$ cat config.mk
export PLATFORM = sky130hd
export DESIGN_NAME = swd_top
export DESIGN_NICKNAME = d
export VERILOG_FILES = /design/src/swd_pkg.sv /design/src/swd_tick_div.sv /design/src/swd_pulse_gen.sv /design/src/swd_top.sv
export SDC_FILE = /design/constraint.sdc
export NUM_CORES = 1
export LEC_CHECK = 0
export ABC_CLOCK_PERIOD_IN_PS = 2000
export BUFFER_PORTS_ARGS = -buffer_cell sky130_fd_sc_hd__buf_2
export CORE_UTILIZATION = 24
export CTS_CLUSTER_DIAMETER = 50
export DETAILED_ROUTE_END_ITERATION = 16
export PLACE_DENSITY_LB_ADDON = 0.05
export SETUP_SLACK_MARGIN = 0.4
export SLEW_MARGIN = 20
export SYNTH_ARGS = -nofsm -noshare
export SYNTH_HDL_FRONTEND = slang
export SYNTH_SLANG_ARGS = --single-unit
$ cat constraint.sdc
create_clock -name pclk -period 2 [get_ports pclk]
set_input_delay 0.3 -clock pclk [delete_from_list [all_inputs] [get_ports pclk]]
set_output_delay 0.3 -clock pclk [all_outputs]
set_load 0.02 [all_outputs]
$ cat src/swd_pkg.sv
/*
 * Shared constants, types and register map of the slow clock watchdog.
 * Assumes a single 40 MHz bus clock; the slow clock exists only as an enable.
 */
package swd_pkg;

    // ----------------------------------------------------------------
    // Clock rates and derived cycle counts
    // ----------------------------------------------------------------
    localparam int unsigned CLK_HZ      = 40_000_000;
    localparam int unsigned SLOW_HZ     = 32_768;
    // Bus cycles per slow clock period, rounded down.
    localparam int unsigned SLOW_DIV    = CLK_HZ / SLOW_HZ;

    // ----------------------------------------------------------------
    // Register indices; byte address is four times the index
    // ----------------------------------------------------------------
    localparam logic [15:0] IDX_REFRESH  = 16'h4026;
    localparam logic [15:0] IDX_RELOAD   = 16'h4027;
    localparam logic [15:0] IDX_CORE_CFG = 16'h401e;
    localparam logic [15:0] IDX_IRQ_STAT = 16'h4028;
    localparam logic [15:0] IDX_IRQ_EN   = 16'h4029;
    localparam logic [15:0] IDX_IRQ_CLR  = 16'h402a;
    localparam logic [15:0] IDX_RST_STAT = 16'h402b;

    // ----------------------------------------------------------------
    // Field positions and reset values
    // ----------------------------------------------------------------
    localparam int unsigned REFRESH_POS  = 0;
    localparam int unsigned ENABLE_POS   = 5;
    localparam int unsigned RST_FLAG_POS = 0;
    localparam logic [7:0]  RELOAD_RST   = 8'h00;
    localparam logic [7:0]  CORE_CFG_RST = 8'h00;
    localparam logic [7:0]  RELOAD_LOW   = 8'h00;
    localparam logic [15:0] CNT_START    = 16'h0000;
    localparam logic [15:0] CNT_MAX      = 16'hffff;
    localparam logic [15:0] RESTART_ADDR = 16'h0000;
    localparam logic [2:0]  PULSE_TICKS  = 3'h4;

    // ----------------------------------------------------------------
    // Event bundle and pulse generator states
    // ----------------------------------------------------------------
    localparam int unsigned EVT_N = 2;

    typedef struct packed {
        logic refresh;
        logic overflow;
    } swd_evt_t;

    typedef enum logic [1:0] {
        PG_IDLE   = 2'b00,
        PG_ACTIVE = 2'b01
    } swd_pg_state_t;

endpackage : swd_pkg

$ cat src/swd_tick_div.sv
/*
 * Divider that turns the bus clock into one-cycle slow clock ticks.
 * Assumes pclk free running; the tick is the only slow clock in the design.
 */
`timescale 1ns/10ps
module swd_tick_div #(
    parameter int unsigned DIV = swd_pkg::SLOW_DIV
) (
    input  wire logic pclk,
    input  wire logic presetn,
    output logic      tick
);
    import swd_pkg::*;

    localparam logic [15:0] DIV_M1 = 16'(DIV - 1);

    logic [15:0] div_reg;

    // ----------------------------------------------------------------
    // Free running divide counter
    // ----------------------------------------------------------------
    // Wraps every DIV cycles and flags the wrap as a tick.
    always_ff @(posedge pclk or negedge presetn) begin
        if (!presetn) begin
            div_reg <= 16'h0000;
            tick    <= 1'b0;
        end else if (div_reg == DIV_M1) begin
            div_reg <= 16'h0000;
            tick    <= 1'b1;
        end else begin
            div_reg <= div_reg + 16'h0001;
            tick    <= 1'b0;
        end
    end
endmodule : swd_tick_div

$ cat src/swd_pulse_gen.sv
/*
 * Reset pulse generator: a start request gives a pulse four slow ticks wide.
 * Assumes tick is a one-cycle enable from the slow clock divider.
 */
`timescale 1ns/10ps
module swd_pulse_gen (
    input  wire logic pclk,
    input  wire logic presetn,
    input  wire logic start,
    input  wire logic tick,
    output logic      pulse
);
    import swd_pkg::*;

    swd_pg_state_t state_reg;
    logic [2:0]    ticks_reg;

    // ----------------------------------------------------------------
    // Pulse state machine
    // ----------------------------------------------------------------
    // Starts are ignored while a pulse is already running.
    always_ff @(posedge pclk or negedge presetn) begin
        if (!presetn) begin
            state_reg <= PG_IDLE;
            ticks_reg <= 3'h0;
            pulse     <= 1'b0;
        end else begin
            case (state_reg)
                PG_IDLE: begin
                    if (start) begin
                        state_reg <= PG_ACTIVE;
                        ticks_reg <= 3'h0;
                        pulse     <= 1'b1;
                    end
                end
                PG_ACTIVE: begin
                    if (tick) begin
                        ticks_reg <= ticks_reg + 3'h1;
                        if (ticks_reg == PULSE_TICKS - 3'h1) begin
                            state_reg <= PG_IDLE;
                            pulse     <= 1'b0;
                        end
                    end
                end
                default: begin
                    state_reg <= PG_IDLE;
                    pulse     <= 1'b0;
                end
            endcase
        end
    end
endmodule : swd_pulse_gen

$ cat src/swd_top.sv
/*
 * Slow clock watchdog with APB register access and a level interrupt.
 * Assumes an APB master on pclk, and that standby and debug state arrive
 * as levels synchronous to pclk.
 */
// Added by the designer: the APB register port.
// Functional notes
// - Once enabled the counter starts at zero and rises each slow tick.
// - Reaching 0xFFFF fires a system reset pulse four slow ticks wide.
// - After a watchdog reset the processor restarts at address zero.
// - Writing one to the refresh bit reloads the counter; zero does nothing.
// - The reload byte gives the upper eight bits of the reloaded count.
// - In standby or sleep the counter holds its value.
// - Under debug control the watchdog is disabled and cannot reset.
// - A watchdog reset sets the watchdog reset flag.
// - Enable bit five of the core config starts the watchdog from zero.
`timescale 1ns/10ps
module swd_top #(
    parameter int unsigned AW  = 18,
    parameter int unsigned DIV = swd_pkg::SLOW_DIV
) (
    input  wire logic              pclk,
    input  wire logic              presetn,
    input  wire logic              psel,
    input  wire logic              penable,
    input  wire logic              pwrite,
    input  wire logic [AW-1:0]     paddr,
    input  wire logic [31:0]       pwdata,
    output logic      [31:0]       prdata,
    output logic                   pready,
    output logic                   pslverr,
    input  wire logic              standby_sleep,
    input  wire logic              debug_halt,
    output logic                   wdt_reset,
    output logic      [15:0]       restart_addr,
    output logic                   irq
);
    import swd_pkg::*;

    // ----------------------------------------------------------------
    // Declarations
    // ----------------------------------------------------------------
    logic [7:0]       reload_reg;
    logic [7:0]       core_cfg_reg;
    logic [15:0]      count_reg;
    logic [EVT_N-1:0] stat_reg;
    logic [EVT_N-1:0] ien_reg;
    logic [EVT_N-1:0] clr_bits;
    logic             rst_flag_reg;
    logic             tick;
    logic             running;
    logic             fire;
    logic             wr_fire;
    logic             setup;
    logic             refresh_wr;
    logic             irq_cond;
    logic             mapped;
    logic [31:0]      rdata_next;
    swd_evt_t         evt;

    // ----------------------------------------------------------------
    // Address decode helper
    // ----------------------------------------------------------------
    // True when the bus address is the word of the given register index.
    function automatic logic hit(input logic [AW-1:0] addr,
                                 input logic [15:0]   idx);
        hit = (addr == AW'({idx, 2'b00}));
    endfunction : hit

    // ----------------------------------------------------------------
    // Slow clock tick and reset pulse
    // ----------------------------------------------------------------
    swd_tick_div #(
        .DIV (DIV)
    ) u_tick (
        .pclk    (pclk),
        .presetn (presetn),
        .tick    (tick)
    );

    swd_pulse_gen u_pulse (
        .pclk    (pclk),
        .presetn (presetn),
        .start   (fire),
        .tick    (tick),
        .pulse   (wdt_reset)
    );

    // ----------------------------------------------------------------
    // APB handshake
    // ----------------------------------------------------------------
    // Read data and answer are registered in the setup cycle, so every
    // transfer completes on the first access cycle.
    assign setup   = psel && !penable;
    assign wr_fire = psel && penable && pready && pwrite;

    // Every register index the slave answers for.
    always_comb begin
        mapped = 1'b0;
        if (hit(paddr, IDX_REFRESH)) begin
            mapped = 1'b1;
        end else if (hit(paddr, IDX_RELOAD)) begin
            mapped = 1'b1;
        end else if (hit(paddr, IDX_CORE_CFG)) begin
            mapped = 1'b1;
        end else if (hit(paddr, IDX_IRQ_STAT)) begin
            mapped = 1'b1;
        end else if (hit(paddr, IDX_IRQ_EN)) begin
            mapped = 1'b1;
        end else if (hit(paddr, IDX_IRQ_CLR)) begin
            mapped = 1'b1;
        end else if (hit(paddr, IDX_RST_STAT)) begin
            mapped = 1'b1;
        end
    end

    // Read multiplexer; write-only and trigger bits read as zero.
    always_comb begin
        rdata_next = 32'h0000_0000;
        if (hit(paddr, IDX_RELOAD)) begin
            rdata_next[7:0] = reload_reg;
        end else if (hit(paddr, IDX_CORE_CFG)) begin
            rdata_next[7:0] = core_cfg_reg;
        end else if (hit(paddr, IDX_IRQ_STAT)) begin
            rdata_next[EVT_N-1:0] = stat_reg;
        end else if (hit(paddr, IDX_IRQ_EN)) begin
            rdata_next[EVT_N-1:0] = ien_reg;
        end else if (hit(paddr, IDX_RST_STAT)) begin
            rdata_next[RST_FLAG_POS] = rst_flag_reg;
        end
    end

    // Answer registers: ready one cycle after setup, error on unmapped.
    always_ff @(posedge pclk or negedge presetn) begin
        if (!presetn) begin
            pready  <= 1'b0;
            pslverr <= 1'b0;
            prdata  <= 32'h0000_0000;
        end else begin
            pready  <= setup;
            pslverr <= setup && !mapped;
            if (setup && !pwrite) begin
                prdata <= rdata_next;
            end
        end
    end

    // ----------------------------------------------------------------
    // Configuration registers
    // ----------------------------------------------------------------
    // Reload byte is accepted whether or not the watchdog runs.
    always_ff @(posedge pclk or negedge presetn) begin
        if (!presetn) begin
            reload_reg <= RELOAD_RST;
        end else if (wr_fire && hit(paddr, IDX_RELOAD)) begin
            reload_reg <= pwdata[7:0];
        end
    end

    // Core config keeps bits seven to one; bit zero is read-only zero.
    always_ff @(posedge pclk or negedge presetn) begin
        if (!presetn) begin
            core_cfg_reg <= CORE_CFG_RST;
        end else if (wr_fire && hit(paddr, IDX_CORE_CFG)) begin
            core_cfg_reg <= {pwdata[7:1], 1'b0};
        end
    end

    // ----------------------------------------------------------------
    // Watchdog counter
    // ----------------------------------------------------------------
    // Debug control forces the watchdog off whatever the enable says.
    assign running    = core_cfg_reg[ENABLE_POS] && !debug_halt;
    assign refresh_wr = wr_fire && hit(paddr, IDX_REFRESH)
                        && pwdata[REFRESH_POS];
    // A single start per overflow; the pulse generator ignores repeats.
    assign fire       = running && (count_reg == CNT_MAX) && !wdt_reset;

    // Overflow beats refresh so a late refresh cannot hide the reset.
    always_ff @(posedge pclk or negedge presetn) begin
        if (!presetn) begin
            count_reg <= CNT_START;
        end else if (!running) begin
            count_reg <= CNT_START;
        end else if (fire) begin
            count_reg <= CNT_START;
        end else if (refresh_wr) begin
            count_reg <= {reload_reg, RELOAD_LOW};
        end else if (tick && !standby_sleep) begin
            count_reg <= count_reg + 16'h0001;
        end
    end

    // The restart vector handed to the processor with each reset pulse.
    always_ff @(posedge pclk or negedge presetn) begin
        if (!presetn) begin
            restart_addr <= RESTART_ADDR;
        end else if (fire) begin
            restart_addr <= RESTART_ADDR;
        end
    end

    // Watchdog reset flag; set wins over a same-cycle software clear.
    always_ff @(posedge pclk or negedge presetn) begin
        if (!presetn) begin
            rst_flag_reg <= 1'b0;
        end else if (fire) begin
            rst_flag_reg <= 1'b1;
        end else if (wr_fire && hit(paddr, IDX_RST_STAT)
                     && pwdata[RST_FLAG_POS]) begin
            rst_flag_reg <= 1'b0;
        end
    end

    // ----------------------------------------------------------------
    // Interrupt status, enable and clear
    // ----------------------------------------------------------------
    assign evt.overflow = fire;
    assign evt.refresh  = refresh_wr && running;
    assign clr_bits     = (wr_fire && hit(paddr, IDX_IRQ_CLR))
                          ? pwdata[EVT_N-1:0] : '0;
    assign irq_cond     = |(stat_reg & ien_reg);

    // Interrupt enables written directly by software.
    always_ff @(posedge pclk or negedge presetn) begin
        if (!presetn) begin
            ien_reg <= '0;
        end else if (wr_fire && hit(paddr, IDX_IRQ_EN)) begin
            ien_reg <= pwdata[EVT_N-1:0];
        end
    end

    // Sticky status bits, one per event; a new event beats the clear.
    for (genvar i = 0; i < EVT_N; i++) begin : g_stat
        always_ff @(posedge pclk or negedge presetn) begin
            if (!presetn) begin
                stat_reg[i] <= 1'b0;
            end else if (evt[i]) begin
                stat_reg[i] <= 1'b1;
            end else if (clr_bits[i]) begin
                stat_reg[i] <= 1'b0;
            end
        end
    end

    // Level interrupt, registered.
    always_ff @(posedge pclk or negedge presetn) begin
        if (!presetn) begin
            irq <= 1'b0;
        end else begin
            irq <= irq_cond;
        end
    end
endmodule : swd_top

After elaboration in Yosys (flattened, before gate mapping)
Index checks and enable logic that the tools add are counted.

Add/sub/neg operators: 3. Multipliers: 0. Div/mod/pow operators: 0. Magnitude comparators: 0. Eq/ne operators: 15. Shift operators: 0. Muxes and demuxes: 38. Bitwise gates (word level): 1. Reductions and logical operators: 33.

Operators by type and width (number): == test 18 x 17 -> 1 bit (second input constant) (7); two-way mux 16 bit (5); adder 16 x 1 -> 16 bit (second input constant) (2); two-way mux 1 bit (20); logical AND 1 bit (19); == test 16 x 11 -> 1 bit (second input constant) (1); == test 16 bit (second input constant) (1); two-way mux 2 bit (6); two-way mux 8 bit (1); nonzero test 2 bit (4); zero test 1 bit (6); two-way mux 3 bit (2); two-way mux 6 bit (1); one-hot mux 3 bit (2 select lines) (1); AND reduction 3 bit (2); != test 2 bit (second input constant) (2); != test 4 x 1 -> 1 bit (second input constant) (1); one-hot mux 2 bit (2 select lines) (1); adder 3 x 1 -> 3 bit (second input constant) (1); == test 3 x 2 -> 1 bit (second input constant) (1); AND 2 bit (1); == test 2 x 1 -> 1 bit (second input constant) (1); zero test 2 bit (1); != test 2 x 1 -> 1 bit (second input constant) (1); other kinds (2) (2).

Register bits: 70. Latch bits: 0. Bits in writable memories: 0. Memory bits (read-only): 0. Bits of input ports: 57. Output and inout bits: 52. Logic and storage cells: 106. Memories: 0.

Depth between registers and ports, before layout
Depth after elaboration: 10. Depth in mapped cells: 7.

By module
A second synthesis with hierarchy kept.

Cells, all modules: 341. Area total of the unflattened synthesis: 3588.4 um2.

By module, submodules not included: swd_top (instances 1, cells each 254, area an instance 2595.0 um2, seq. area each 1176.1 um2); swd_tick_div (instances 1, cells each 69, area an instance 780.7 um2, seq. area each 425.4 um2); swd_pulse_gen (instances 1, cells each 18, area an instance 212.7 um2, seq. area each 100.1 um2).

Least setup slack after synthesis
Ideal clock, no wire load.

Path type: in2reg. From: in paddr[11]. To: reg reload_reg[0]. Setup time: 0.125 ns. Arrival time: 1.865 ns. Data required time: 1.875 ns. Setup slack: 0.010 ns. Stages on the path: 5. Cells stage by stage: or4_4 nor4_4 and4_1 buf_6 mux2_2.

Word-level cells in the longest chain between the ends: 2.

RTL lines: start, declared (RTL line swd_top.sv:27) `input wire logic [AW-1:0] paddr,`; == test 18 x 17 -> 1 bit (RTL line swd_top.sv:67) `hit = (addr == AW'({idx, 2'b00}));`; logical AND 1 bit (RTL line swd_top.sv:155) `end else if (wr_fire && hit(paddr, IDX_RELOAD)) begin`; end signal, assigned (RTL line swd_top.sv:156) `reload_reg <= pwdata[7:0];`; end, declared (RTL line swd_top.sv:43) `logic [7:0] reload_reg;`.

Every way passes these cells. A chain may end at the register's enable or synchronous reset.

Final worst setup path
From: in paddr[1]. To: reg reload_reg[7].

Same word-level chain as after synthesis.

==> run summary <==
Number of flops mapped to enable cells by yosys = 0
Minimum clock period = 1.795 ns
Slew headroom = 55.96%
DR vias = 2580
Clock Root Buffer = clkbuf_16
Synth area leader = dfrtp_1
Layout overhead on the synthesized area = 30.77%
R2R Setup Slk = 0.30 ns
H-tree Lvls = 3
Number of synthesis warnings = 0
CP Max Fanout = 8
Total Routing Usage GR = 12.10%
Worst vdd ir = 0.2906 mV
CTS tree = yes
Die W = 123.4 microns
Iteration count of the initial detailed-routing pass = 4
Worst-path clk slew = 0.06 ns
Fin crit share = 89.73%
Core Util, Final = 31.95%
Top_reg_cell synth = dfrtp_1
PnR worst setup slack = 0.2054 ns
Remaining antenna violation count = 0
Placed Area = 3989 sq um
PortBufs = 44
Worst min path class = input pin to asynchronous set/reset pin
Top cells by area, synth = dfrtp_1 (48%), buf_4 (8.5%), mux2_2 (5.1%)
DRT Wirelength = 8313 microns
Vias in the first global route = 2465
Yosys reg bits = 68
Clock sinks = 68
GPL Wtd Cong = 0.7593
# IOs = 109
Non-Filler Instances = 598
Data arrival, critical path = 2.01 ns
Max_cap viols = 0
Critical path class = input pin to flop
Starting Density = 24.43%
Power Density = 661.3 nW/um^2
Gate count after technology mapping = 339
Outcome = finished with violations
Cell Count Post-Placement = 575
Antenna cells = 0
First-pass GRT wire length = 13570 microns
Die area = 15230 sq um
Leakage = 2.064 nW
# rows = 44
Clk_lat worst skew = 0.33 ns
Post-CTS Hold Buffers = 0
Drt initial violations = 90
Most numerous cell in the Yosys netlist = dfrtp_1
Final setup violation count = 0
Vias/cell = 4.314
WP data required = 2.22 ns
Yosys top cell area share = 48.11%
Final Cell Area = 4626 sq um
Unique masters post-synth = 43
Post-synthesis cell area = 3537 sq um
Total gr overflow = 0
Failing checks = negative hold slack
Die height = 123.4 microns
CTS buffer count = 9
Pre-CTS setup slack = -0.2063 ns
Slew Limit Fails = 0
CP Launch Type = input pin
RSZ-0062 raised after global routing = yes
Hold slack = -0.02386 ns
Achievable frequency = 557.2 MHz
Syn Area/Cell = 10.43 sq um
Largest net degree at the start of global routing = 69
Worst setup EP type = flop
Post-synth top cells = dfrtp_1 (68), buf_4 (40), nor2_1 (26)
CTS Buffer Depth = 2
Core region area = 14480 sq um
Detail Placement HPWL = 5805 microns
Worst-margin pin slew = 0.6593 ns
Fillers = 1470
Final #Nets = 471
Remaining DRCs = 0
DR WL/cell = 13.90 microns
Asr flop ratio synth = 100.0%
Antenna violations before repair = 0
Hold Vio Cnt, Final = 18
Clock skew = 0.006715 ns
Ratio of cells with drive above 1 in the final layout = 35.02%
Sequential cell area = 1705 sq um
Sequential-to-total area share from yosys stat = 48.11%
Area of the multi-input gates = 1909 sq um
## worst paths after layout
kind                                    start                    to  cells after the start
min                                   presetn  u_pulse.ticks_reg[1]                      2
min in group pclk                   pwdata[6]         reload_reg[6]                      2
max reg2reg                            pready         reload_reg[7]                      5
max in group asynchronous             presetn     u_tick.div_reg[0]                      2
min reg2reg                u_tick.div_reg[15]    u_tick.div_reg[15]                      1
max                                  paddr[1]         reload_reg[7]                      6
## metrics by stage
stage	power [mW]	TNS, ns
floorplan	1.557	0
detailed placement	1.584	-5.153
finish	3.059	0
global route	3.196	0
global placement	1.583	-4.878
CTS	3.113	0
## cells by family after synthesis
kind of cell | count (synthesis) | share of synthesized area (%)
AND/OR/NAND/NOR | 129 | 20.52
flip-flops | 68 | 48.11
buffers and inverters | 52 | 10.19
AO/OA/AOI/OAI | 38 | 6.721
XOR/XNOR | 27 | 6.685
multiplexers | 20 | 6.261
adder cells (fa/ha/maj) | 4 | 1.415
other | 1 | 0.1060
## critical path, cell delays in order
cell and delay [ns]:
buf_6 0.09, or4_4 0.54, nor4_4 0.34, and4_1 0.28, buf_12 0.15, mux2_4 0.30
## where the power goes
part / switching [mW] / internal, mW / total, mW / leakage (nW)
logic: 0.137 / 0.0446 / 0.181 / 1.02
registers: 0.000714 / 1.38 / 1.38 / 0.909
clock network: 0.604 / 0.895 / 1.50 / 0.133
## per-layer routing
metal / part of all wire (%) / global-route usage, %
met1: 51 / 17.40
met2: 43 / 16.45
met3: 3.6 / 2.906
met4: 2.6 / 6.551
met5: 0 / 0
## placed cells by master (no fill, tap or decap), types with 3 or more instances in the layout
cell / count
dfrtp_1: 65
buf_2: 42
conb_1: 40
nand2_1: 23
nand3_1: 18
nor2_1: 17
xnor2_1: 17
buf_4: 16
xor2_1: 10
nor2b_1: 10
clkbuf_16: 10
nand4_1: 9
mux2_4: 9
mux2_2: 8
nor2_2: 7
a221o_1: 7
inv_1: 6
o21ai_0: 6
a21oi_2: 5
a21oi_1: 5
o21ai_4: 4
o21ai_2: 4
buf_6: 4
buf_12: 4
nor3b_1: 3
and3_1: 3
nand2b_1: 3
nor4_1: 3
nor3_1: 3
nor2_4: 3
mux2i_1: 3
dfrtp_2: 3
## what timing repair did
action	in CTS	in global routing
resized for setup	11	48
gates cloned	0	1
pin swaps	3	15
setup endpoints to repair	41	54
setup buffers	1	6
## cell type report
| type | count | area share, % |
|---|---|---|
| Timing Repair Buffer | 67 | 10.39 |
| Clock inverter | 4 | 0.5410 |
| Clock buffer | 11 | 5.464 |
| Multi-Input combinational cell | 258 | 41.28 |
| Inverter | 6 | 0.4869 |
| Tap cell | 184 | 4.977 |
| Sequential cell | 68 | 36.87 |
Power figures use the tool's default switching activity.
